===== src/inc/ocd_regs.vh =====
// Purpose : constants for the operand and condition decoder
// Assumes : included by bare name from logic/ files
// Notes   : field positions, condition encodings and operand ranges
`ifndef OCD_REGS_VH
`define OCD_REGS_VH

// ---------------------------------------------------------------
// field positions
// ---------------------------------------------------------------
`define OCD_COND_HI        7
`define OCD_COND_LO        4
`define OCD_BIT_HI         3
`define OCD_BIT_LO         1
`define OCD_POL_BIT        0
`define OCD_NIB_HI         7
`define OCD_NIB_LO         4
`define OCD_LOW_HI         3
`define OCD_LOW_LO         0
`define OCD_SIGN_BIT       7
`define OCD_PAIR_LO        1
`define OCD_ODD_BIT        0
`define OCD_REL_EXT        8
`define OCD_IDX_EXT        4

// ---------------------------------------------------------------
// condition encodings
// ---------------------------------------------------------------
`define OCD_TEST_NEVER                4'h0
`define OCD_TEST_SIGNED_LOWER         4'h1
`define OCD_TEST_SIGNED_LOWER_EQUAL   4'h2
`define OCD_TEST_UNSIGNED_LOWER_EQUAL 4'h3
`define OCD_TEST_OVERFLOW             4'h4
`define OCD_TEST_NEGATIVE             4'h5
`define OCD_TEST_ZERO                 4'h6
`define OCD_TEST_CARRY                4'h7
`define OCD_TEST_ALWAYS               4'h8
`define OCD_TEST_SIGNED_HIGHER_EQUAL  4'h9
`define OCD_TEST_SIGNED_HIGHER        4'ha
`define OCD_TEST_UNSIGNED_HIGHER      4'hb
`define OCD_TEST_NO_OVERFLOW          4'hc
`define OCD_TEST_POSITIVE             4'hd
`define OCD_TEST_NONZERO              4'he
`define OCD_TEST_NO_CARRY             4'hf

// ---------------------------------------------------------------
// operand constants
// ---------------------------------------------------------------
`define OCD_ESC_NIBBLE     4'he
`define OCD_OPC_ADD_REG    8'h04
`define OCD_OPC_W          8

`endif


===== src/logic/ocd_cond_eval.v =====
// Purpose : evaluate one condition field against the flags
// Assumes : flags are the committed values of the prior instruction
// Notes   : purely combinational
`timescale 1ns/1ps
`default_nettype none
`include "ocd_regs.vh"

module ocd_cond_eval (
  input  wire [3:0] i_cond,   // condition field
  input  wire       i_c,      // carry
  input  wire       i_z,      // zero
  input  wire       i_s,      // sign
  input  wire       i_v,      // overflow
  output reg        o_take    // test true
);

  // ---------------------------------------------------------------
  // flag test
  // ---------------------------------------------------------------
  wire s_xor_v = i_s ^ i_v;         // signed less-than term
  wire le_term = i_z | s_xor_v;     // signed less-or-equal term

  // upper half is the complement of lower half, 8 against 0 included
  always @* begin
    case (i_cond)
      `OCD_TEST_NEVER:                o_take = 1'b0;
      `OCD_TEST_ALWAYS:               o_take = 1'b1;
      `OCD_TEST_SIGNED_LOWER:         o_take = s_xor_v;
      `OCD_TEST_SIGNED_LOWER_EQUAL:   o_take = le_term;
      `OCD_TEST_SIGNED_HIGHER_EQUAL:  o_take = ~s_xor_v;
      `OCD_TEST_SIGNED_HIGHER:        o_take = ~le_term;
      `OCD_TEST_UNSIGNED_LOWER_EQUAL: o_take = i_c | i_z;
      `OCD_TEST_UNSIGNED_HIGHER:      o_take = ~i_c & ~i_z;
      `OCD_TEST_OVERFLOW:             o_take = i_v;
      `OCD_TEST_NEGATIVE:             o_take = i_s;
      `OCD_TEST_ZERO:                 o_take = i_z;
      `OCD_TEST_CARRY:                o_take = i_c;
      `OCD_TEST_NO_OVERFLOW:          o_take = ~i_v;
      `OCD_TEST_POSITIVE:             o_take = ~i_s;
      `OCD_TEST_NONZERO:              o_take = ~i_z;
      `OCD_TEST_NO_CARRY:             o_take = ~i_c;
      default:                        o_take = 1'b0;        // unreachable, safe value
    endcase
  end

endmodule // ocd_cond_eval
`default_nettype wire


===== src/logic/ocd_operand_decoder.v =====
// Purpose : operand field and conditional jump decoder
// Assumes : opcode and operand bytes presented with a load strobe
// Notes   : results are registered one cycle after the strobe
`timescale 1ns/1ps
`default_nettype none
`include "ocd_regs.vh"

module ocd_operand_decoder (
  input  wire        I_CLK,          // core clock
  input  wire        I_RST,          // async reset, high
  input  wire        i_load,         // operands valid this cycle
  input  wire [7:0]  i_opcode,       // opcode byte
  input  wire [7:0]  i_op1,          // first operand byte
  input  wire [7:0]  i_op2,          // second operand byte
  input  wire [7:0]  i_rp,           // working bank base
  input  wire [15:0] i_next_pc,      // address after this instruction
  input  wire [11:0] i_index_base,   // base for indexed form
  input  wire        i_flag_c,       // committed carry
  input  wire        i_flag_z,       // committed zero
  input  wire        i_flag_s,       // committed sign
  input  wire        i_flag_v,       // committed overflow
  output reg         o_valid,        // results updated, pulse
  output reg  [3:0]  o_condition_field, // condition selector
  output reg         o_jump_taken,   // conditional jump taken
  output reg  [15:0] o_jump_target,  // relative jump target
  output reg  [15:0] o_direct_addr,  // direct address operand
  output reg  [11:0] o_src_addr,     // resolved source register
  output reg  [11:0] o_dst_addr,     // resolved destination register
  output reg         o_src_esc,      // source in working form
  output reg         o_dst_esc,      // destination in working form
  output reg  [11:0] o_extended_register_operand, // 12-bit register
  output reg  [11:0] o_indexed_addr, // base plus signed index
  output reg  [7:0]  o_register_pair_operand, // even pair register
  output reg  [3:0]  o_working_pair_operand,  // even working pair
  output reg         o_pair_odd,     // odd pair number seen
  output reg  [2:0]  o_bit_sel,      // bit position
  output reg         o_polarity,     // polarity bit
  output reg  [7:0]  o_immediate_operand // immediate or vector byte
);

  // ---------------------------------------------------------------
  // operand ordering
  // ---------------------------------------------------------------
  // register-to-register add carries source first; other opcodes
  // keep the destination first here, the core may override order
  wire        is_add_reg = (i_opcode == `OCD_OPC_ADD_REG);
  wire [7:0]  src_byte   = is_add_reg ? i_op1 : i_op2;
  wire [7:0]  dst_byte   = is_add_reg ? i_op2 : i_op1;

  // ---------------------------------------------------------------
  // register fields
  // ---------------------------------------------------------------
  wire        src_esc;   // source escaped
  wire [11:0] src_addr;  // source resolved
  wire        dst_esc;   // destination escaped
  wire [11:0] dst_addr;  // destination resolved

  ocd_reg_field u_src (
    .i_byte (src_byte),
    .i_rp   (i_rp),
    .o_esc  (src_esc),
    .o_addr (src_addr)
  );

  ocd_reg_field u_dst (
    .i_byte (dst_byte),
    .i_rp   (i_rp),
    .o_esc  (dst_esc),
    .o_addr (dst_addr)
  );

  // ---------------------------------------------------------------
  // condition evaluation
  // ---------------------------------------------------------------
  wire [3:0] cond = i_opcode[`OCD_COND_HI:`OCD_COND_LO];
  wire       take;  // flag test result

  // flags come straight from the committed flag register
  ocd_cond_eval u_cond (
    .i_cond (cond),
    .i_c    (i_flag_c),
    .i_z    (i_flag_z),
    .i_s    (i_flag_s),
    .i_v    (i_flag_v),
    .o_take (take)
  );

  // ---------------------------------------------------------------
  // address arithmetic
  // ---------------------------------------------------------------
  // sign extension keeps offsets within +127..-128
  wire [15:0] rel_ext   = {{`OCD_REL_EXT{i_op1[`OCD_SIGN_BIT]}}, i_op1};
  wire [15:0] next_tgt  = i_next_pc + rel_ext;
  wire [11:0] idx_ext   = {{`OCD_IDX_EXT{i_op2[`OCD_SIGN_BIT]}}, i_op2};
  wire [11:0] next_idx  = i_index_base + idx_ext;
  // wraps within the 12-bit register space, no carry out

  // ---------------------------------------------------------------
  // registered results
  // ---------------------------------------------------------------
  // outputs other than o_valid hold between strobes so the core may sample late
  always @(posedge I_CLK or posedge I_RST) begin
    if (I_RST) begin
      o_valid                     <= 1'b0;
      o_condition_field           <= 4'h0;
      o_jump_taken                <= 1'b0;
      o_jump_target               <= 16'h0000;
      o_direct_addr               <= 16'h0000;
      o_src_addr                  <= 12'h000;
      o_dst_addr                  <= 12'h000;
      o_src_esc                   <= 1'b0;
      o_dst_esc                   <= 1'b0;
      o_extended_register_operand <= 12'h000;
      o_indexed_addr              <= 12'h000;
      o_register_pair_operand     <= 8'h00;
      o_working_pair_operand      <= 4'h0;
      o_pair_odd                  <= 1'b0;
      o_bit_sel                   <= 3'h0;
      o_polarity                  <= 1'b0;
      o_immediate_operand         <= 8'h00;
    end else begin
      o_valid <= i_load;                                       // one-cycle pulse
      if (i_load) begin
        o_condition_field <= cond;
        o_jump_taken      <= take;
        // target always computed; core uses it only if taken
        o_jump_target     <= next_tgt;
        o_direct_addr     <= {i_op1, i_op2};
        o_src_addr        <= src_addr;
        o_dst_addr        <= dst_addr;
        o_src_esc         <= src_esc;
        o_dst_esc         <= dst_esc;
        o_extended_register_operand <= {i_op1[`OCD_LOW_HI:`OCD_LOW_LO], i_op2};
        o_indexed_addr    <= next_idx;
        // low bit forced clear: pairs are even only
        o_register_pair_operand <= {dst_byte[`OCD_NIB_HI:`OCD_PAIR_LO], 1'b0};
        o_working_pair_operand  <= {dst_byte[`OCD_LOW_HI:`OCD_PAIR_LO], 1'b0};
        o_pair_odd        <= dst_byte[`OCD_ODD_BIT];
        o_bit_sel         <= i_op1[`OCD_BIT_HI:`OCD_BIT_LO];
        o_polarity        <= i_op1[`OCD_POL_BIT];
        o_immediate_operand <= i_op2;
      end
    end
  end

endmodule // ocd_operand_decoder
`default_nettype wire


===== src/logic/ocd_reg_field.v =====
// Purpose : decode one 8-bit register address operand
// Assumes : working register pointer supplied by the core
// Notes   : escaped form maps nibble e onto the working bank
`timescale 1ns/1ps
`default_nettype none
`include "ocd_regs.vh"

module ocd_reg_field (
  input  wire [7:0]  i_byte,   // operand byte
  input  wire [7:0]  i_rp,     // working bank base, upper bits
  output wire        o_esc,    // escaped working form
  output wire [11:0] o_addr    // resolved 12-bit register
);

  // ---------------------------------------------------------------
  // escape detect
  // ---------------------------------------------------------------
  assign o_esc  = (i_byte[`OCD_NIB_HI:`OCD_NIB_LO] == `OCD_ESC_NIBBLE);
  // escaped: working bank plus low nibble; else plain 0-255
  assign o_addr = o_esc ? {i_rp, i_byte[`OCD_LOW_HI:`OCD_LOW_LO]} : {4'h0, i_byte};

endmodule // ocd_reg_field
`default_nettype wire


===== config.mk =====
export PLATFORM = sky130hd
export DESIGN_NAME = ocd_operand_decoder
export DESIGN_NICKNAME = d
export VERILOG_FILES = /design/src/logic/ocd_cond_eval.v /design/src/logic/ocd_operand_decoder.v /design/src/logic/ocd_reg_field.v
export VERILOG_INCLUDE_DIRS = /design/src /design/src/inc
export SDC_FILE = /design/constraint.sdc
export NUM_CORES = 1
export LEC_CHECK = 0
export BUFFER_PORTS_ARGS = -buffer_cell sky130_fd_sc_hd__buf_2
export CAP_MARGIN = 20
export CORE_MARGIN = 2
export CORE_UTILIZATION = 30
export DETAILED_ROUTE_END_ITERATION = 8
export GPL_TIMING_DRIVEN = 0
export PLACE_DENSITY = 0.55
export REMOVE_ABC_BUFFERS = 1
export SYNTH_ARGS = -nofsm -noshare
export SYNTH_HDL_FRONTEND = slang
export SYNTH_HIERARCHICAL = 1
export SYNTH_SLANG_ARGS = --single-unit

===== constraint.sdc =====
create_clock -name I_CLK -period 2.4 [get_ports I_CLK]
set_input_delay 0.12 -clock I_CLK [delete_from_list [all_inputs] [get_ports I_CLK]]
set_output_delay 0.12 -clock I_CLK [all_outputs]
set_load 0.05 [all_outputs]

After elaboration in Yosys (flattened, before gate mapping)
Index checks and enable logic that the tools add are counted.
{ "totals": {"reg_bits": 111} }
{ "op_classes": {"muxes": 5, "bitwise": 10, "n_reduce_logical": 1, "addsub": 2, "n_eq_ne": 18} }
{ "op_table": {"columns": ["cell", "count"], "rows": [
  ["4-bit == test (second input constant)", 10],
  ["12-bit two-way mux", 2],
  ["16-bit adder", 1],
  ["4-bit by 3-bit == test with 1-bit output (second input constant)", 4],
  ["8-bit two-way mux", 2],
  ["1-bit one-hot mux with 16 select lines", 1],
  ["12-bit adder", 1],
  ["4-bit by 2-bit == test with 1-bit output (second input constant)", 2],
  ["8-bit by 3-bit == test with 1-bit output (second input constant)", 1],
  ["1-bit NOT", 6],
  ["4-bit by 1-bit == test with 1-bit output (second input constant)", 1],
  ["4-bit logical NOT", 1],
  ["1-bit OR", 2],
  ["1-bit bitwise AND", 1],
  ["1-bit bitwise XOR", 1]
]} }

Longest topological paths before layout
Gate-level depths: netlist (run 1).
{ "logic_depth": {"word_depth": 4, "depth_mapped": 7} }

Cells and area by module
The synthesis (run 1) kept the hierarchy.
{ "by_module_without_submodules": {"columns": ["module", "cells_per_inst", "area_each_um2", "seq_area_each_um2", "instances"], "rows": [
  ["ocd_operand_decoder", 445, 4879.7, 2102.0, 1],
  ["ocd_reg_field", 16, 125.1, 0.0, 2],
  ["ocd_cond_eval", 24, 185.2, 0.0, 1]
]} }

Worst setup path before layout (run 1)
No wires, ideal clock.
{ "synth_path": {"kind": "in2reg", "startpoint": "input i_op2[0]", "endpoint": "register o_indexed_addr[8]", "path_slack_ns": 0.483, "arrival_ns": 1.793, "stages": 7, "cell_sequence": "ha_1 fa_1 a211oi_1 o21bai_1 a221oi_1 xnor2_1 mux2_2"} }
{ "synth_via": {"elab_chain_len": 1} }
{ "synth_rtl": {"columns": ["item", "line_no", "rtl"], "rows": [
  ["from (decl)", "ocd_operand_decoder.v:14", "input wire [7:0] i_op2,"],
  ["12-bit adder", "ocd_operand_decoder.v:95", "wire [11:0] next_idx = i_index_base + idx_ext;"],
  ["to (signal assigned)", "ocd_operand_decoder.v:134", "o_indexed_addr <= next_idx;"],
  ["to (decl)", "ocd_operand_decoder.v:32", "output reg [11:0] o_indexed_addr,"]
]} }
No other way between the ends.
A chain may end at the register's enable or synchronous reset.

Worst setup path after layout (run 1)
{ "layout_path": {"startpoint": "input i_opcode[7]", "endpoint": "register o_dst_addr[10]"} }
{ "layout_via": {"elab_chain_len": 4} }
{ "layout_rtl": {"columns": ["item", "line_no", "rtl"], "rows": [
  ["from (decl)", "ocd_operand_decoder.v:12", "input wire [7:0] i_opcode,"],
  ["8-bit by 3-bit == test with 1-bit output (no source line)", null, null],
  ["8-bit two-way mux", "ocd_operand_decoder.v:48", "wire [7:0] dst_byte = is_add_reg ? i_op2 : i_op1;"],
  ["net dst_byte[5]", "ocd_operand_decoder.v:48", null],
  ["4-bit == test (no source line)", null, null],
  ["net dst_esc", "ocd_operand_decoder.v:55", "wire dst_esc;"],
  ["12-bit two-way mux", "ocd_reg_field.v:20", "assign o_addr = o_esc ? {i_rp, i_byte[`OCD_LOW_HI:`OCD_LOW_LO]} : {4'h0, i_byte};"],
  ["net dst_addr[10]", "ocd_operand_decoder.v:56", "wire [11:0] dst_addr;"],
  ["to (signal assigned)", "ocd_operand_decoder.v:130", "o_dst_addr <= dst_addr;"],
  ["to (decl)", "ocd_operand_decoder.v:28", "output reg [11:0] o_dst_addr,"]
]} }
The timed path passes the listed nets, and every way through them passes these cells.

==> out/metrics.cfg, run 1 <==
[status]
outcome=finished, final reports clean

[final_layout]
layout-drive-gt1-share_pct=44.25
final_common_cell=buf_2
finish.utilization_pct=37.67
final_cell_mix=buf_2, dfrtp_1, mux2_2
areaGrowthSynthToFinish_pct=22.58
fin_nets=734
antenna_cells=0

[timing]
worstMarginPinSlew_ns=0.7461
rsz0062_at_grt=no
hold_viol=0
finalCritPeriodShare_pct=83.35
max_freq_mhz=499.9
drv_slew=0
fin_ws_ns=0.3995
relSlewSlack_pct=50.14
skew_ns=0
period_minus_slack_ns=2.000
setup_tns_ns=0
whs_ns=0.06501
setup_violations=0

[min_path]
worst_hold_path_type=input pin to flop
min-delay-start=i_op1[0]
min_to=o_direct_addr[8]
whs_path_depth=2

[clocking]
htree_levels=3
root_buffer=clkbuf_16
path_clk_slew_ns=0.07
numCtsBuffers=9
clock_path_buffers=2
clk_latency_ns=0.34
tritoncts=yes
clock-sinks=84

[job]
cap_violations=0

[drt]
wl_per_cell_um=16.08
wirelength_um=13970
drcViolationCount=0
final_antenna_net_count=0
first_pass_iters=4
vias=4331
viasPerCell=4.984
initialDrtViolationCount=205

[synth]
avgSynthCellArea_sq_um=10.61
synth_top_area_share_pct=39.55
synthCells=501
synth_top_cell_by_area=dfrtp_1
ys_ff_latch=84
yosysSeqAreaShare_pct=39.55
synth.cell_area_sq_um=5315
synthFlopType=dfrtp_1
synthTopCellsByArea=dfrtp_1, mux2_2, ha_1
ys.warnings.count=6
synth_async_sr_flop_share_pct=100.0
synth_edf_count=0
ys_types=67

[worst_setup_path]
reg2reg_depth=3
crit_chain=buf_2, nor4b_1, nand2_1, mux2_2, and4b_4, and2_1, mux2_2
critPathKind=input pin to flop
end_kind=flop
cp_slowest_cell=mux2_2
rr_startpoint=o_jump_target[15]
cp_num_buf_inv=1
cp_max_fo=16
arrival_ns=2.23
cp_top_family=simple AND/OR/NAND/NOR gates
required_ns=2.63
startpoint_type=input pin
startpoint=i_opcode[7]
regToRegSetupSlack_ns=1.39
cp_common_cell=mux2_2
rr_endpoint=o_jump_target[15]
slowest_delay_ns=0.51

[grt]
grt_antenna_before_repair=0
grt_pass1_vias=4285
grt.overflow.total=0
grtUsageTotal_pct=14.90
grt_pass1_wl_um=22000
grt_max_degree=52

[floorplan]
initial_utilization_pct=30.73
coreArea_sq_um=17300
io_pins=180
dieWidth_um=137.1
rows=48
die_area_sq_um=18800
dieHeight_um=137.1

[power_and_ir_drop]
finalPower_mw=4.973
p_leak_nw=3.089
peakVddDrop_mv=0.3451
powerDensity_nw_per_um2=763.4

[placement]
gp_congestion=0.8192
pre_cts_slack_ns=-0.01221
hpwl_um=10670
port-buffer-count=177

[metal layers]
| metal | up-vias | GRT usage, % | routed length, um |
|---|---|---|---|
| met1 | 2110 | 18.90 | 6294 |
| met5 | - | 0 | 0 |
| li1 | 2068 | - | - |
| met2 | 136 | 25.23 | 6692 |
| met4 | 0 | 4.066 | 166 |
| met3 | 17 | 3.630 | 821 |
[logic make-up after synthesis]
group | share of synthesized area [%]
simple gates | 12.64
compound gates | 13.82
flops | 39.55
mux | 16.83
buf+inv | 7.604
fa+ha+maj | 6.874
xor+xnor | 2.613
other cells | 0.07055
[sequential cells by signal, indices dropped and copies added (netlist names)]
name                     count
o_working_pair_operand       2
o_dst_esc                    1
o_valid                      1
o_jump_target               16
o_pair_odd                   1
o_jump_taken                 1
o_direct_addr               16
o_indexed_addr              12
o_src_esc                    1
o_condition_field            4
o_register_pair_operand      5
o_dst_addr                  12
o_src_addr                  12
[timing repair]
action,CTS,global route
setup buffers,0,0
resized for setup,0,0
hold endpoints to repair,33,0
hold buffers,1,0
[report_power, final]
| part | internal, mW | leakage (nW) | switching [mW] | total [mW] |
|---|---|---|---|---|
| combinational | 0.524 | 1.95 | 1.33 | 1.86 |
| clock | 0.811 | 0.142 | 0.610 | 1.42 |
| sequential | 1.60 | 1.00 | 0.101 | 1.70 |
[synth_stat cells, drive strengths merged, types with 3 or more instances]
cell type  number
nor3            4
ha             26
o2bb2ai         4
and2            9
o21bai          3
a21o            8
nand4           8
dfrtp          84
a211oi         10
mux2           75
nand2b          3
nor2           42
and3            3
xor2            3
clkbuf          7
xnor2          12
o31ai           4
a21oi          23
nor2b           3
a211o           4
mux2i           5
inv            10
nand2          26
o21ai          18
o211ai          6
nand3           8
buf            48
and4bb          3
o21a            5
or3             3
[final cells by class]
cell class / count / area (sq um)
Fill cell: 1805 / 10780
Clock buffer: 9 / 225.2
Timing Repair Buffer: 181 / 980.9
Clock inverter: 7 / 72.57
Tap cell: 225 / 281.5
Sequential cell: 84 / 2102
Inverter: 10 / 40.04
Multi-Input combinational cell: 353 / 2813
[worst max path at each step]
stage	endpoint	slack, ns	cells after the start
2_1_floorplan	o_condition_field[0]	0.11	1
3_3_place_gp	o_jump_target[13]	-1.23	4
3_5_place_dp	o_dst_addr[9]	-0.01	7
4_1_cts	o_dst_addr[9]	0.34	7
5_1_grt	o_dst_addr[9]	0.18	7
6_report	o_dst_addr[10]	0.40	7
[stage by stage]
| stage | std cells | cell area (sq um) |
|---|---|---|
| finish | 869 | 6515 |
| global route | 869 | 6515 |
| CTS | 869 | 6515 |
| detailed placement | 852 | 6207 |
| global placement | 849 | 6120 |
| floorplan | 447 | 4952 |
Note: power is estimated with default switching activity, not from simulation.
==> run 2, diff against run 1 <==
--- a/config.mk
+++ b/config.mk
@@ -12,7 +12,7 @@
 export CORE_UTILIZATION = 30
 export DETAILED_ROUTE_END_ITERATION = 8
 export GPL_TIMING_DRIVEN = 0
-export PLACE_DENSITY = 0.55
+export PLACE_DENSITY = 0.53
 export REMOVE_ABC_BUFFERS = 1
 export SYNTH_ARGS = -nofsm -noshare
 export SYNTH_HDL_FRONTEND = slang
==> constraint.sdc (replaced) <==
create_clock -name I_CLK -period 2 [get_ports I_CLK]
set_input_delay 0.1 -clock I_CLK [delete_from_list [all_inputs] [get_ports I_CLK]]
set_output_delay 0.1 -clock I_CLK [all_outputs]
set_load 0.05 [all_outputs]
==> run 2 against run 1 <==
Compared with the run above: utilization rose by 0.094 points; critical path depth unchanged; highest routed layer unchanged; largest cell class unchanged; die area unchanged; cell area rose by 0.25%; sequential power increased by 19%; non-clock buffer count unchanged; sequential share of layout area is 0.080 points lower; global-route usage down 0.20 points; clock skew is the same.
==> out/metrics.cfg, run 2 (same netlist as run 1, synthesis figures left out) <==
[timing]
hold_viol=0  ; unchanged
worstMarginPinSlew_ns=0.6469  ; -0.09925 ns
setup_violations=0  ; unchanged
period_minus_slack_ns=1.899
drv_slew=0  ; unchanged
relSlewSlack_pct=56.83  ; +6.7 points
setup_tns_ns=0  ; unchanged
finalCritPeriodShare_pct=94.94
skew_ns=0  ; unchanged
max_freq_mhz=526.7
rsz0062_at_grt=no

[power_and_ir_drop]
powerDensity_nw_per_um2=919.9  ; +21%
swShare_pct=40.75  ; -0.33 points
p_seq_share_pct=33.9  ; -0.2 points
p_leak_nw=3.100  ; +0.37%
switching_power_mw=2.448  ; +20%
peakVddDrop_mv=0.5136  ; +49%
combPwrFrac_pct=37.0  ; -0.3 points
p_int_mw=3.560  ; +21%
clock_power_share_pct=29.2  ; +0.6 points

[final_layout]
final_common_cell=buf_2
antenna_cells=0  ; unchanged
final_cell_mix=buf_2, dfrtp_1, mux2_2
fin_nets=734  ; unchanged
areaGrowthSynthToFinish_pct=22.88
layout-drive-gt1-share_pct=44.72  ; +0.47 points
final_area_sq_um=6531  ; +0.25%
fill_cells=1759  ; -2.5%
reg.largest.list=o_direct_addr (16), o_jump_target (16)

[worst_setup_path]
startpoint_type=input pin
end_kind=flop
arrival_ns=2.13  ; -0.10 ns
regToRegSetupSlack_ns=0.98  ; -0.41 ns
critPathKind=input pin to flop
reg2reg_depth=3  ; unchanged
cp_max_fo=16  ; unchanged
required_ns=2.23  ; -0.40 ns

[placement]
placed_cell_area_sq_um=6200  ; -0.12%
port-buffer-count=177  ; unchanged
hpwl_um=10410  ; -2.5%
gp_congestion=0.7766  ; -5.2%

[clocking]
numCtsBuffers=9  ; unchanged
clock_path_buffers=2  ; unchanged
clk_latency_ns=0.34  ; about the same
tritoncts=yes
root_buffer=clkbuf_16
htree_levels=3  ; unchanged
path_clk_slew_ns=0.07  ; about the same
clock-sinks=84  ; unchanged

[drt]
drcViolationCount=0  ; unchanged
final_antenna_net_count=0  ; unchanged
initialDrtViolationCount=153  ; -25%
viasPerCell=4.949  ; -0.69%
first_pass_iters=4  ; unchanged
vias=4301  ; -0.69%
wl_per_cell_um=15.77  ; -2.0%
wirelength_um=13700  ; -2.0%

[floorplan]
initial_utilization_pct=30.73  ; unchanged
dieHeight_um=137.1  ; unchanged
coreArea_sq_um=17300  ; unchanged
dieWidth_um=137.1  ; unchanged
io_pins=180  ; unchanged
die_area_sq_um=18800  ; unchanged
rows=48  ; unchanged

[grt]
grt_pass1_wl_um=21570  ; -1.9%
grtUsageTotal_pct=14.70  ; -0.20 points
grt_antenna_before_repair=0  ; unchanged
grt.overflow.total=0  ; unchanged
grt_max_degree=53  ; +1.9%
grt_pass1_vias=4245  ; -0.93%

[status]
outcome=finished, final reports clean

[job]
cap_violations=0  ; unchanged

[min_path]
worst_hold_path_type=input pin to flop
whs_path_depth=2  ; unchanged

==> run 2: cell types whose count changed in the layout (fill, tap and decap cells not counted) <==
cell        before  now
clkinv_4         0    1
clkbuf_8         0    1
o21ai_1          1    2
clkinv_2         2    1
buf_12           0    1
nand2_1         25   24
a211oi_2         2    4
buf_16           3    2
nand2_2          0    1
clkinvlp_4       2    0
inv_6            2    3
a211oi_1         8    6
o21ai_0         17   16
==> run 2: area by class of cell <==
class | count | area, sq um | share of cell area [%]
clock inverters | 6 | 70.07 | 1.073
inverters | 10 | 40.04 | 0.6130
flip-flops and latches | 84 | 2102 | 32.18
repair buffers | 181 | 973.4 | 14.90
clock buffers | 10 | 239.0 | 3.659
well taps | 225 | 281.5 | 4.310
multi-input cells | 353 | 2825 | 43.26
==> run 2: per-layer routing <==
metal  GRT usage [%]  up-vias  part of all wire [%]
met5               0        -                     0
met4           4.066        0                   1.1
met3           3.333       16                   5.5
met2           24.24      137                    48
met1           19.31     2073                    45
li1                -     2075                     -
==> run 2: metrics by stage <==
step | power, mW | utilization [%] | instances | setup slack, ns | hold WS, ns
2_1_floorplan | 3.685 | - | 447 | -0.2651 | 0.1314
3_3_place_gp | 4.256 | 35.38 | 849 | -1.608 | 0.3890
3_5_place_dp | 4.300 | 35.84 | 852 | -0.4225 | 0.1472
4_1_cts | 6.109 | 37.70 | 869 | 0.08957 | 0.02879
5_1_grt | 6.339 | 37.76 | 869 | 0.01077 | 0.03842
6_report | 6.008 | 37.76 | 869 | 0.1012 | 0.04734
==> run 2: power groups by stage <==
| stage | clock network [mW] | registers [mW] | logic [mW] |
|---|---|---|---|
| 2_1_floorplan | 0 | 3.03 | 0.653 |
| 3_3_place_gp | 0 | 2.06 | 2.20 |
| 3_5_place_dp | 0 | 2.07 | 2.23 |
| 4_1_cts | 1.83 | 2.04 | 2.24 |
| 5_1_grt | 1.91 | 2.06 | 2.37 |
| 6_report | 1.75 | 2.03 | 2.22 |
==> run 2: critical path, cell delays in order <==
cell and delay [ns]:
buf_2 0.16, nor4b_1 0.39, nand2_2 0.38, mux2_2 0.44
and4b_4 0.24, and2_1 0.15, mux2_2 0.26
==> run 2: worst paths after layout <==
kind,startpoint,endpoint
worst max-delay path,i_opcode[7],o_dst_addr[8]
min in group asynchronous,I_RST,o_direct_addr[15]
worst min register to register,o_jump_target[11],o_jump_target[11]
worst min-delay path,i_op1[0],o_direct_addr[8]
worst max register to register,o_jump_target[15],o_jump_target[15]
max in group asynchronous,I_RST,o_indexed_addr[4]
==> run 2: what timing repair did <==
action	in CTS	in global routing
setup endpoints to repair	9	3
hold buffers	1	0
buffers inserted	0	0
gates resized for setup	1	3
endpoints found under the hold margin	32	0
